===== config.mk =====
export PLATFORM = sky130hd
export DESIGN_NAME = sprc_core
export DESIGN_NICKNAME = d
export VERILOG_FILES = /design/src/sprc_pkg.sv /design/src/sprc_core.sv
export SDC_FILE = /design/constraint.sdc
export NUM_CORES = 1
export LEC_CHECK = 0
export BUFFER_PORTS_ARGS = -buffer_cell sky130_fd_sc_hd__buf_2
export CAP_MARGIN = 30
export CELL_PAD_IN_SITES_DETAIL_PLACEMENT = 2
export CELL_PAD_IN_SITES_GLOBAL_PLACEMENT = 2
export CORE_MARGIN = 1.5
export CORE_UTILIZATION = 35
export CTS_CLUSTER_DIAMETER = 30
export DETAILED_ROUTE_END_ITERATION = 10
export GPL_ROUTABILITY_DRIVEN = 0
export MAX_ROUTING_LAYER = met4
export PLACE_DENSITY = 0.81
export SETUP_SLACK_MARGIN = 0.02
export SYNTH_ARGS = -nofsm -noshare
export SYNTH_HDL_FRONTEND = slang
export SYNTH_SLANG_ARGS = --single-unit

===== constraint.sdc =====
create_clock -name pclk -period 2.5 [get_ports pclk]
set_input_delay 0.25 -clock pclk [delete_from_list [all_inputs] [get_ports pclk]]
set_output_delay 0.25 -clock pclk [all_outputs]
set_load 0.01 [all_outputs]

===== src/sprc_pkg.sv =====
// Constants, register map and state types of the serial interface block
package sprc_pkg;

  // ***********************************************
  // Register byte addresses
  // ***********************************************
  localparam logic [7:0] ADDR_CTRL = 8'h00;
  localparam logic [7:0] ADDR_STAT = 8'h04;
  localparam logic [7:0] ADDR_DATA = 8'h08;
  localparam logic [7:0] ADDR_SYS = 8'h0C;

  // ***********************************************
  // Control register fields
  // ***********************************************
  localparam int CTRL_RIE = 7;
  localparam int CTRL_DMA = 6;
  localparam int CTRL_MSTR = 5;
  localparam int CTRL_CPOL = 4;
  localparam int CTRL_CLOCK_PHASE_SELECT = 3;
  localparam int CTRL_WOM = 2;
  localparam int CTRL_EN = 1;
  localparam int CTRL_TIE = 0;
  localparam logic [7:0] CTRL_RST = 8'h28;
  localparam logic [7:0] CTRL_WMASK = 8'hBF;

  // ***********************************************
  // Status and control register fields, and the system register bit
  // ***********************************************
  localparam int STAT_RXF = 7;
  localparam int STAT_ERROR_IRQ_ENABLE = 6;
  localparam int STAT_OVR = 5;
  localparam int STAT_MODE_FAULT_FLAG = 4;
  localparam int STAT_TXE = 3;
  localparam int STAT_FDE = 2;
  localparam int SYS_BCE = 0;

  // ***********************************************
  // Serial timing: half serial clock period minus one
  // ***********************************************
  localparam logic [6:0] DIV_BD2 = 7'h01;
  localparam logic [6:0] DIV_BD8 = 7'h07;
  localparam logic [6:0] DIV_BD32 = 7'h1F;
  localparam logic [6:0] DIV_BD128 = 7'h7F;
  localparam logic [3:0] LAST_EDGE = 4'hF;

  // ***********************************************
  // Types
  // ***********************************************
  typedef enum logic [1:0] {
    SPRC_IDLE = 2'b01,
    SPRC_XFER = 2'b10
  } sprc_state_t;

  typedef struct packed {
    logic [7:0] ctrl;
    logic error_irq_enable;
    logic fde;
    logic [1:0] rate;
    logic rxf;
    logic ovr;
    logic mode_fault_flag;
    logic txe;
    logic bce;
    logic [7:0] txbuf;
    logic [7:0] rxbuf;
    logic [7:0] shreg;
    logic [7:0] rxsh;
    logic [3:0] cnt;
    sprc_state_t st;
    logic [6:0] div;
    logic sck_lvl;
    logic arm_rx;
    logic arm_ov;
    logic arm_mf;
    logic sck_s1;
    logic sck_s2;
    logic sck_d;
    logic ss_s1;
    logic ss_s2;
    logic ss_d;
    logic mosi_s1;
    logic mosi_s2;
    logic miso_s1;
    logic miso_s2;
    logic [7:0] prdata;
  } sprc_regs_t;

  localparam sprc_regs_t SPRC_REGS_RST = '{
    ctrl: CTRL_RST, txe: 1'b1, st: SPRC_IDLE, ss_s1: 1'b1, ss_s2: 1'b1,
    ss_d: 1'b1, default: '0};

endpackage : sprc_pkg


===== src/sprc_core.sv =====
// Serial peripheral interface: flags, interrupts, resets and pin control
//
// The APB register port and the address map were chosen for this implementation.
`timescale 1ns/1ps
`default_nettype none

module sprc_core
  import sprc_pkg::*;
(
  // Clock and reset
  input wire logic pclk,
  input wire logic presetn,
  // APB slave
  input wire logic [7:0] paddr,
  input wire logic psel,
  input wire logic penable,
  input wire logic pwrite,
  input wire logic [31:0] pwdata,
  output logic [31:0] prdata,
  output logic pready,
  output logic pslverr,
  // System state
  input wire logic wait_mode,
  input wire logic stop_mode,
  input wire logic break_active,
  // Serial clock pin
  input wire logic serial_clock_pin_i,
  output logic serial_clock_pin_o,
  output logic serial_clock_pin_oe,
  // Master-out data pin
  input wire logic mosi_i,
  output logic mosi_o,
  output logic mosi_oe,
  // Slave-out data pin
  input wire logic miso_i,
  output logic miso_o,
  output logic miso_oe,
  // Slave select pin, active low
  input wire logic ss_n_i,
  // Pin ownership towards the shared port
  output logic own_sck,
  output logic own_mosi,
  output logic own_miso,
  output logic own_ss,
  // Interrupt requests
  output logic tx_irq,
  output logic rx_err_irq,
  output logic wake_req
);

  // ***********************************************
  // State
  // ***********************************************
  sprc_regs_t s_r;
  sprc_regs_t s_nxt;

  logic en;
  logic mstr;
  logic clock_phase_select;
  logic wom;
  logic access;
  logic hit;
  logic closed;
  logic prot;
  logic fault_cond;
  logic edge_evt;
  logic done;
  logic in_bit;
  logic [7:0] rx_byte;
  logic [6:0] reload;

  // Decoded control bits
  assign en = s_r.ctrl[CTRL_EN];
  assign mstr = s_r.ctrl[CTRL_MSTR];
  assign clock_phase_select = s_r.ctrl[CTRL_CLOCK_PHASE_SELECT];
  assign wom = s_r.ctrl[CTRL_WOM];

  // Bus qualifiers
  assign access = psel & penable;
  assign hit = (paddr == ADDR_CTRL) | (paddr == ADDR_STAT) |
               (paddr == ADDR_DATA) | (paddr == ADDR_SYS);
  // Low-power modes lock software out but leave the engine running in
  // wait; stop freezes the engine separately further down
  assign closed = wait_mode | stop_mode;
  // Break protection only holds while the break-clear enable is low;
  // reads and writes still complete on the bus; flag clearing and data register writes stop
  assign prot = break_active & ~s_r.bce;

  // Mode fault condition, only with fault detect on
  assign fault_cond = s_r.fde & en & (mstr ? ~s_r.ss_s2 :
                      ((s_r.st == SPRC_XFER) & s_r.ss_s2));

  // ***********************************************
  // Next state
  // ***********************************************
  always_comb begin
    s_nxt = s_r;
    edge_evt = 1'b0;
    done = 1'b0;
    rx_byte = 8'h00;
    in_bit = mstr ? s_r.miso_s2 : s_r.mosi_s2;

    // Pin synchronisers
    // Pins are asynchronous to pclk: two flops each before any use, and
    // a third copy of clock and select gives the edge detectors a past
    s_nxt.sck_s1 = serial_clock_pin_i;
    s_nxt.sck_s2 = s_r.sck_s1;
    s_nxt.sck_d = s_r.sck_s2;
    s_nxt.ss_s1 = ss_n_i;
    s_nxt.ss_s2 = s_r.ss_s1;
    s_nxt.ss_d = s_r.ss_s2;
    s_nxt.mosi_s1 = mosi_i;
    s_nxt.mosi_s2 = s_r.mosi_s1;
    s_nxt.miso_s1 = miso_i;
    s_nxt.miso_s2 = s_r.miso_s1;

    // Baud divisor reload
    case (s_r.rate)
      2'b00: reload = DIV_BD2;
      2'b01: reload = DIV_BD8;
      2'b10: reload = DIV_BD32;
      default: reload = DIV_BD128;
    endcase

    // Read data captured in the setup cycle
    // Capturing in setup keeps prdata stable through the access phase
    // and lets the arm logic see exactly what software was shown
    if (psel & ~penable) begin
      case (paddr)
        ADDR_CTRL: s_nxt.prdata = s_r.ctrl & CTRL_WMASK;
        ADDR_STAT: s_nxt.prdata = {s_r.rxf, s_r.error_irq_enable, s_r.ovr, s_r.mode_fault_flag,
                                   s_r.txe, s_r.fde, s_r.rate};
        ADDR_DATA: s_nxt.prdata = s_r.rxbuf;
        ADDR_SYS: s_nxt.prdata = {7'h00, s_r.bce};
        default: s_nxt.prdata = 8'h00;
      endcase
    end

    // Register access effects, none while closed
    if (access & hit & ~closed) begin
      if (pwrite) begin
        case (paddr)
          ADDR_CTRL: begin
            s_nxt.ctrl = pwdata[7:0] & CTRL_WMASK;
            if (s_r.arm_mf & ~prot) begin
              if (~fault_cond) begin
                s_nxt.mode_fault_flag = 1'b0;
              end
              s_nxt.arm_mf = 1'b0;
            end
          end
          ADDR_STAT: begin
            s_nxt.error_irq_enable = pwdata[STAT_ERROR_IRQ_ENABLE];
            s_nxt.fde = pwdata[STAT_FDE];
            s_nxt.rate = pwdata[1:0];
          end
          ADDR_DATA: begin
            if (~prot) begin
              s_nxt.txbuf = pwdata[7:0];
              s_nxt.txe = ~en;
            end
          end
          ADDR_SYS: s_nxt.bce = pwdata[SYS_BCE];
          default: s_nxt.bce = s_r.bce;
        endcase
      end else if (~prot) begin
        // First step arms, second step clears
        // Arming from the captured word means a flag that rises after
        // the status read cannot be cleared by the following data read
        if (paddr == ADDR_STAT) begin
          s_nxt.arm_rx = s_r.prdata[STAT_RXF];
          s_nxt.arm_ov = s_r.prdata[STAT_OVR];
          s_nxt.arm_mf = s_r.prdata[STAT_MODE_FAULT_FLAG];
        end else if (paddr == ADDR_DATA) begin
          if (s_r.arm_rx) begin
            s_nxt.rxf = 1'b0;
          end
          if (s_r.arm_ov) begin
            s_nxt.ovr = 1'b0;
          end
          s_nxt.arm_rx = 1'b0;
          s_nxt.arm_ov = 1'b0;
        end
      end
    end

    // A fault during the clear sequence cancels it
    // A mode fault still present when software writes the control
    // register must leave the flag standing
    if (fault_cond) begin
      s_nxt.arm_mf = 1'b0;
    end

    // Serial engine, frozen in stop mode
    if (~stop_mode) begin
      if (~en) begin
        // Partial reset, control bits and receive and fault flags kept, transmit empty set
        // Receive and fault flags and control bits survive so software can still service
        // requests that were pending when the module was switched off
        s_nxt.txe = 1'b1;
        s_nxt.st = SPRC_IDLE;
        s_nxt.cnt = 4'h0;
        s_nxt.shreg = 8'h00;
        s_nxt.rxsh = 8'h00;
        s_nxt.div = 7'h00;
        s_nxt.sck_lvl = s_r.ctrl[CTRL_CPOL];
      end else if (mstr & s_r.fde & ~s_r.ss_s2) begin
        // Master mode fault turns the module off
        // Another master pulled select low: release the pins at once to
        // avoid driving against it
        s_nxt.mode_fault_flag = 1'b1;
        s_nxt.ctrl[CTRL_EN] = 1'b0;
        s_nxt.txe = 1'b1;
        s_nxt.st = SPRC_IDLE;
        s_nxt.cnt = 4'h0;
      end else begin
        case (s_r.st)
          SPRC_IDLE: begin
            // Idle device takes a waiting byte at once
            if (~s_r.txe) begin
              s_nxt.shreg = s_r.txbuf;
              s_nxt.txe = 1'b1;
              if (mstr) begin
                s_nxt.st = SPRC_XFER;
                s_nxt.div = reload;
                s_nxt.sck_lvl = s_r.ctrl[CTRL_CPOL];
              end
            end
            if (~mstr & ~s_r.ss_s2) begin
              if (~clock_phase_select & s_r.ss_d) begin
                // Phase zero starts on select falling
                s_nxt.st = SPRC_XFER;
                s_nxt.cnt = 4'h0;
              end else if (clock_phase_select & (s_r.sck_s2 != s_r.sck_d)) begin
                // Phase one starts on first clock edge
                s_nxt.st = SPRC_XFER;
                s_nxt.cnt = 4'h1;
              end
            end
          end
          SPRC_XFER: begin
            if (mstr) begin
              // Master generates the serial clock
              if (s_r.div == 7'h00) begin
                s_nxt.div = reload;
                s_nxt.sck_lvl = ~s_r.sck_lvl;
                edge_evt = 1'b1;
              end else begin
                s_nxt.div = s_r.div - 7'h01;
              end
            end else if (s_r.ss_s2) begin
              // Deselected slave drops the transfer
              // A slave whose select rises mid-byte stops listening at
              // once; any half-shifted data is simply dropped
              edge_evt = 1'b0;
              s_nxt.st = SPRC_IDLE;
              s_nxt.cnt = 4'h0;
              if (s_r.fde) begin
                s_nxt.mode_fault_flag = 1'b1;
              end
            end else begin
              edge_evt = s_r.sck_s2 != s_r.sck_d;
            end
            if (edge_evt) begin
              s_nxt.cnt = s_r.cnt + 4'h1;
              if (s_r.cnt[0] == clock_phase_select) begin
                // Sampling edge
                s_nxt.rxsh = {s_r.rxsh[6:0], in_bit};
              end else if (s_r.cnt != 4'h0 || ~clock_phase_select) begin
                // Shifting edge
                s_nxt.shreg = {s_r.shreg[6:0], 1'b0};
              end
              if (s_r.cnt == LAST_EDGE) begin
                done = 1'b1;
                // Phase one ends on a sampling edge and takes the last
                // bit now; phase zero ends on a shifting edge and the
                // eight samples are already in the receive shifter
                if (s_r.cnt[0] == clock_phase_select) begin
                  rx_byte = {s_r.rxsh[6:0], in_bit};
                end else begin
                  rx_byte = s_r.rxsh;
                end
                s_nxt.st = SPRC_IDLE;
                s_nxt.cnt = 4'h0;
              end
            end
          end
          default: begin
            s_nxt.st = SPRC_IDLE;
            s_nxt.cnt = 4'h0;
          end
        endcase
      end

      // Byte completion; set wins over a same-cycle clear
      // Overrun keeps the unread byte and discards the new one; the
      // overrun flag blocks further transfers into the buffer
      if (done) begin
        if (s_nxt.ovr) begin
          s_nxt.ovr = 1'b1;
        end else if (s_nxt.rxf) begin
          s_nxt.ovr = 1'b1;
        end else begin
          s_nxt.rxbuf = rx_byte;
          s_nxt.rxf = 1'b1;
        end
      end
    end
  end

  // State register
  always_ff @(posedge pclk or negedge presetn) begin
    if (!presetn) begin
      s_r <= SPRC_REGS_RST;
    end else begin
      s_r <= s_nxt;
    end
  end

  // ***********************************************
  // Outputs
  // ***********************************************
  // APB answer in the access cycle
  // Zero wait states: every transfer finishes in its access cycle
  assign pready = 1'b1;
  assign pslverr = access & (~hit | closed);
  assign prdata = {24'h000000, s_r.prdata};

  // Interrupt requests: transmit on its own line, receive and errors on one shared line
  // DMA select reads zero here, so the term never masks the request
  assign tx_irq = s_r.txe & s_r.ctrl[CTRL_TIE] & en &
                  ~s_r.ctrl[CTRL_DMA];
  assign rx_err_irq = (s_r.rxf & s_r.ctrl[CTRL_RIE]) |
                      (s_r.error_irq_enable & (s_r.ovr | s_r.mode_fault_flag));
  assign wake_req = wait_mode & (tx_irq | rx_err_irq);

  // Pin ownership and drivers
  // Select pin is only taken when its level matters to the engine
  // Wired-or master-out data only pulls low, a one is left to the pull-up; slave-out drives both levels
  assign own_sck = en;
  assign own_mosi = en;
  assign own_miso = en;
  assign own_ss = en & (~mstr | s_r.fde);
  assign serial_clock_pin_o = s_r.sck_lvl;
  assign serial_clock_pin_oe = en & mstr;
  assign mosi_o = s_r.shreg[7] & ~wom;
  assign mosi_oe = en & mstr & (~wom | ~s_r.shreg[7]);
  assign miso_o = s_r.shreg[7];
  assign miso_oe = en & ~mstr & ~s_r.ss_s2;

endmodule : sprc_core

`default_nettype wire


==> impl_metrics.ini <==
[outcome]
status = complete, no violations

[timing]
rsz0062_at_grt = false
hold_viol_final = 0
worst_clock_skew_ns = 0.0108
fin_crit_ns = 2.33
setup-violations-final = 0
max_freq_mhz = 429
drv_slew = 0
timing.slew.headroom_pct = 53.1
worst_pin_slew_ns = 0.702
fin_crit_sh_pct = 93.1
setup_tns_ns = 0

[placement]
place_hpwl_um = 9950
dp.cells = 653
dpl_cell_area_sq_um = 5090
port_buffers = 49

[global_routing]
track_usage_pct = 20.5
grt_use_met3_pct = 3.16
grt_max_degree = 84
use_met1_pct = 26.2
grtUsageMet2_pct = 33.5
grt.busiest_layer = met2
grt_pass1_wl_um = 22000
grt_pass1_vias = 3953
grt-ovfl-total = 0
grt_antenna_before_repair = 0

[route]
vias = 3589
antenna_left = 0
wl_per_cell_um = 20.1
route.detailed.drc = 0
first_pass_iters = 4
viasPerCell = 5.33
wl_um = 13500
drtIter0Drc = 167

[die]
rows = 42
core_area_sq_um = 13200
die_h_um = 119
ios = 99
die_area_sq_um = 14200
start_util_pct = 35.8
die_x_um = 119

[job]
maxCapViolCount = 0

[worst_setup_path]
worst-path-max-fanout = 7
cp.arrival_ns = 2.56
worstSetupStartpointType = register
crit_required_ns = 2.73
endpoint_kind = register
r2r_cells = 7
crit_type = reg -> reg

[cts]
cts_sinks = 83
numCtsBuffers = 9
cts_tree = done
clk_pin_slew_worst_paths_ns = 0.06
postCtsSetupBuffers = 0
clkLatencyLatePin_ns = 0.35
cts_buffer_depth = 2
cts-root-buf = clkbuf_16
htreeDepth = 3

[min_path]
hold_depth = 1
min_path_type = in -> reg

[synth]
async_flop_share_pct = 100
ys_ff_latch = 83
synth_cell_types = 69
ys_seq_area_share_pct = 44.2
ys.flop_type = dfrtp_1
avgSynthCellArea_sq_um = 10.8
synth_area_sq_um = 4720
synthCells = 436
synth_edf_count = 0
yosys_warnings = 0

[layout]
stdcell_area_sq_um = 5500
antennaDiodeCount = 0
layout.nets = 549
regArea_sq_um = 2090
fin_cells = 673
nFillCells = 1383
drive_above_1_share_pct = 30.8
syn_to_final_growth_pct = 16.5
multi_input_area_sq_um = 2320

[pwr]
p_leak_nw = 2.59
powerDensity_nw_per_um2 = 624
ir_worst_vdd_v = 0.000571
[synthesized netlist by cell type (8+ instances only)]
master    number  area share [%]
mux2_2        27             6.4
inv_1         16             1.3
nor2_1        17             1.4
nand3_1        8            0.85
a22o_1        25             4.6
o21ai_0       26             2.8
clkbuf_1       9            0.72
buf_4         36             5.7
nand2_1       31             2.5
mux2i_1       10             2.1
dfrtp_1       76              40
a21oi_1        9            0.95
mux2_4        14             4.5
nand2b_1      10             1.3
[critical path: stages, from the launching register on]
cell and delay, ns:
dfrtp_1 0.40, inv_1 0.09, ha_1 0.22, nor4b_4 0.34, a32o_2 0.25, a21oi_1 0.09
a211oi_4 0.42, mux2_2 0.40
[where the power goes]
part           switching [W]  internal, W
Combinational       0.000266     0.000151
Clock               0.000599     0.000984
Sequential         0.0000376      0.00139
Total               0.000903      0.00252
[flip-flops by register name (all words and copies together), names as in the netlist]
signal / count
clock_phase_select: 1
miso_o: 1
mstr: 1
own_miso: 1
prdata: 8
s_nxt: 6
s_r: 64
serial_clock_pin_o: 1
[cell usage in the layout (no fill, tap or decap), types with 5 or more instances in the layout]
cell	instances
a211oi_1	5
a21oi_1	9
a22o_1	25
a31oi_1	6
buf_2	48
buf_4	22
clkbuf_16	9
conb_1	25
dfrtp_1	76
dfstp_2	7
ha_1	5
inv_1	16
mux2_2	27
mux2_4	14
mux2i_1	10
nand2_1	31
nand2b_1	10
nand3_1	8
nor2_1	17
nor2b_1	7
nor3_1	5
o21ai_0	26
o22ai_1	5
o31ai_1	7
[metal layers]
layer / routed length, um / vias to the layer above
met4: 230 / 0
met1: 6270 / 1858
met5: 0 / -
li1: - / 1645
met2: 6620 / 73
met3: 395 / 13
[layout make-up]
cell class / count / share of cell area (%)
multi-input cells: 307 / 42.2
flip-flops and latches: 83 / 37.9
repair buffers: 75 / 8.47
clock buffers: 9 / 4.10
well taps: 176 / 4.01
clock inverters: 7 / 2.21
inverters: 16 / 1.09
[timing repair]
item / in CTS / in global routing
endpoints found under the setup margin: 0 / 16
hold endpoints to repair: 79 / 0
hold buffers: 4 / 0
gates resized for setup: 0 / 2
[metrics by stage]
stage / hold WS, ns / worst slack [ns] / util, % / power, W
6_report: 0.0140 / 0.171 / 41.7 / 0.00343
5_1_grt: 0.0156 / 0.0202 / 41.7 / 0.00353
4_1_cts: 0.0110 / 0.0985 / 41.5 / 0.00345
3_5_place_dp: 0.326 / 0.140 / 38.6 / 0.00186
3_3_place_gp: 0.326 / 0.248 / 38.6 / 0.00183
2_1_floorplan: -0.0456 / 0.419 / - / 0.00172
[kinds of logic (layout without fill, tap and decap cells)]
kind of cell             Yosys count  count (layout)  share of synthesized area [%]
AND/OR/NAND/NOR                  112             112                           14.1
AO/OA/AOI/OAI                    110             110                           17.3
flip-flops                        83              83                           44.2
buffers and inverters             69             107                           8.83
multiplexers                      52              52                           13.5
adder cells (fa/ha/maj)            5               5                           1.33
XOR/XNOR                           3               3                          0.557
other                              2              25                          0.159
[final timing paths]
| path | from | endpoint | slack [ns] |
|---|---|---|---|
| max | s_r[22]$_DFFE_PN0P_ | s_r[44]$_DFFE_PN0P_ | 0.17 |
| max in group asynchronous | presetn | mstr$_DFFE_PN1P_ | 1.65 |
| min | serial_clock_pin_i | s_nxt[16]$_DFF_PN0_ | 0.01 |
| min reg2reg | s_nxt[10]$_DFF_PN0_ | s_r[10]$_DFF_PN0_ | 0.35 |
| min in group asynchronous | presetn | s_r[26]$_DFFE_PN0P_ | 0.48 |
| max reg2reg | s_r[22]$_DFFE_PN0P_ | s_r[44]$_DFFE_PN0P_ | 0.17 |
(Power assumes the default switching activity.)
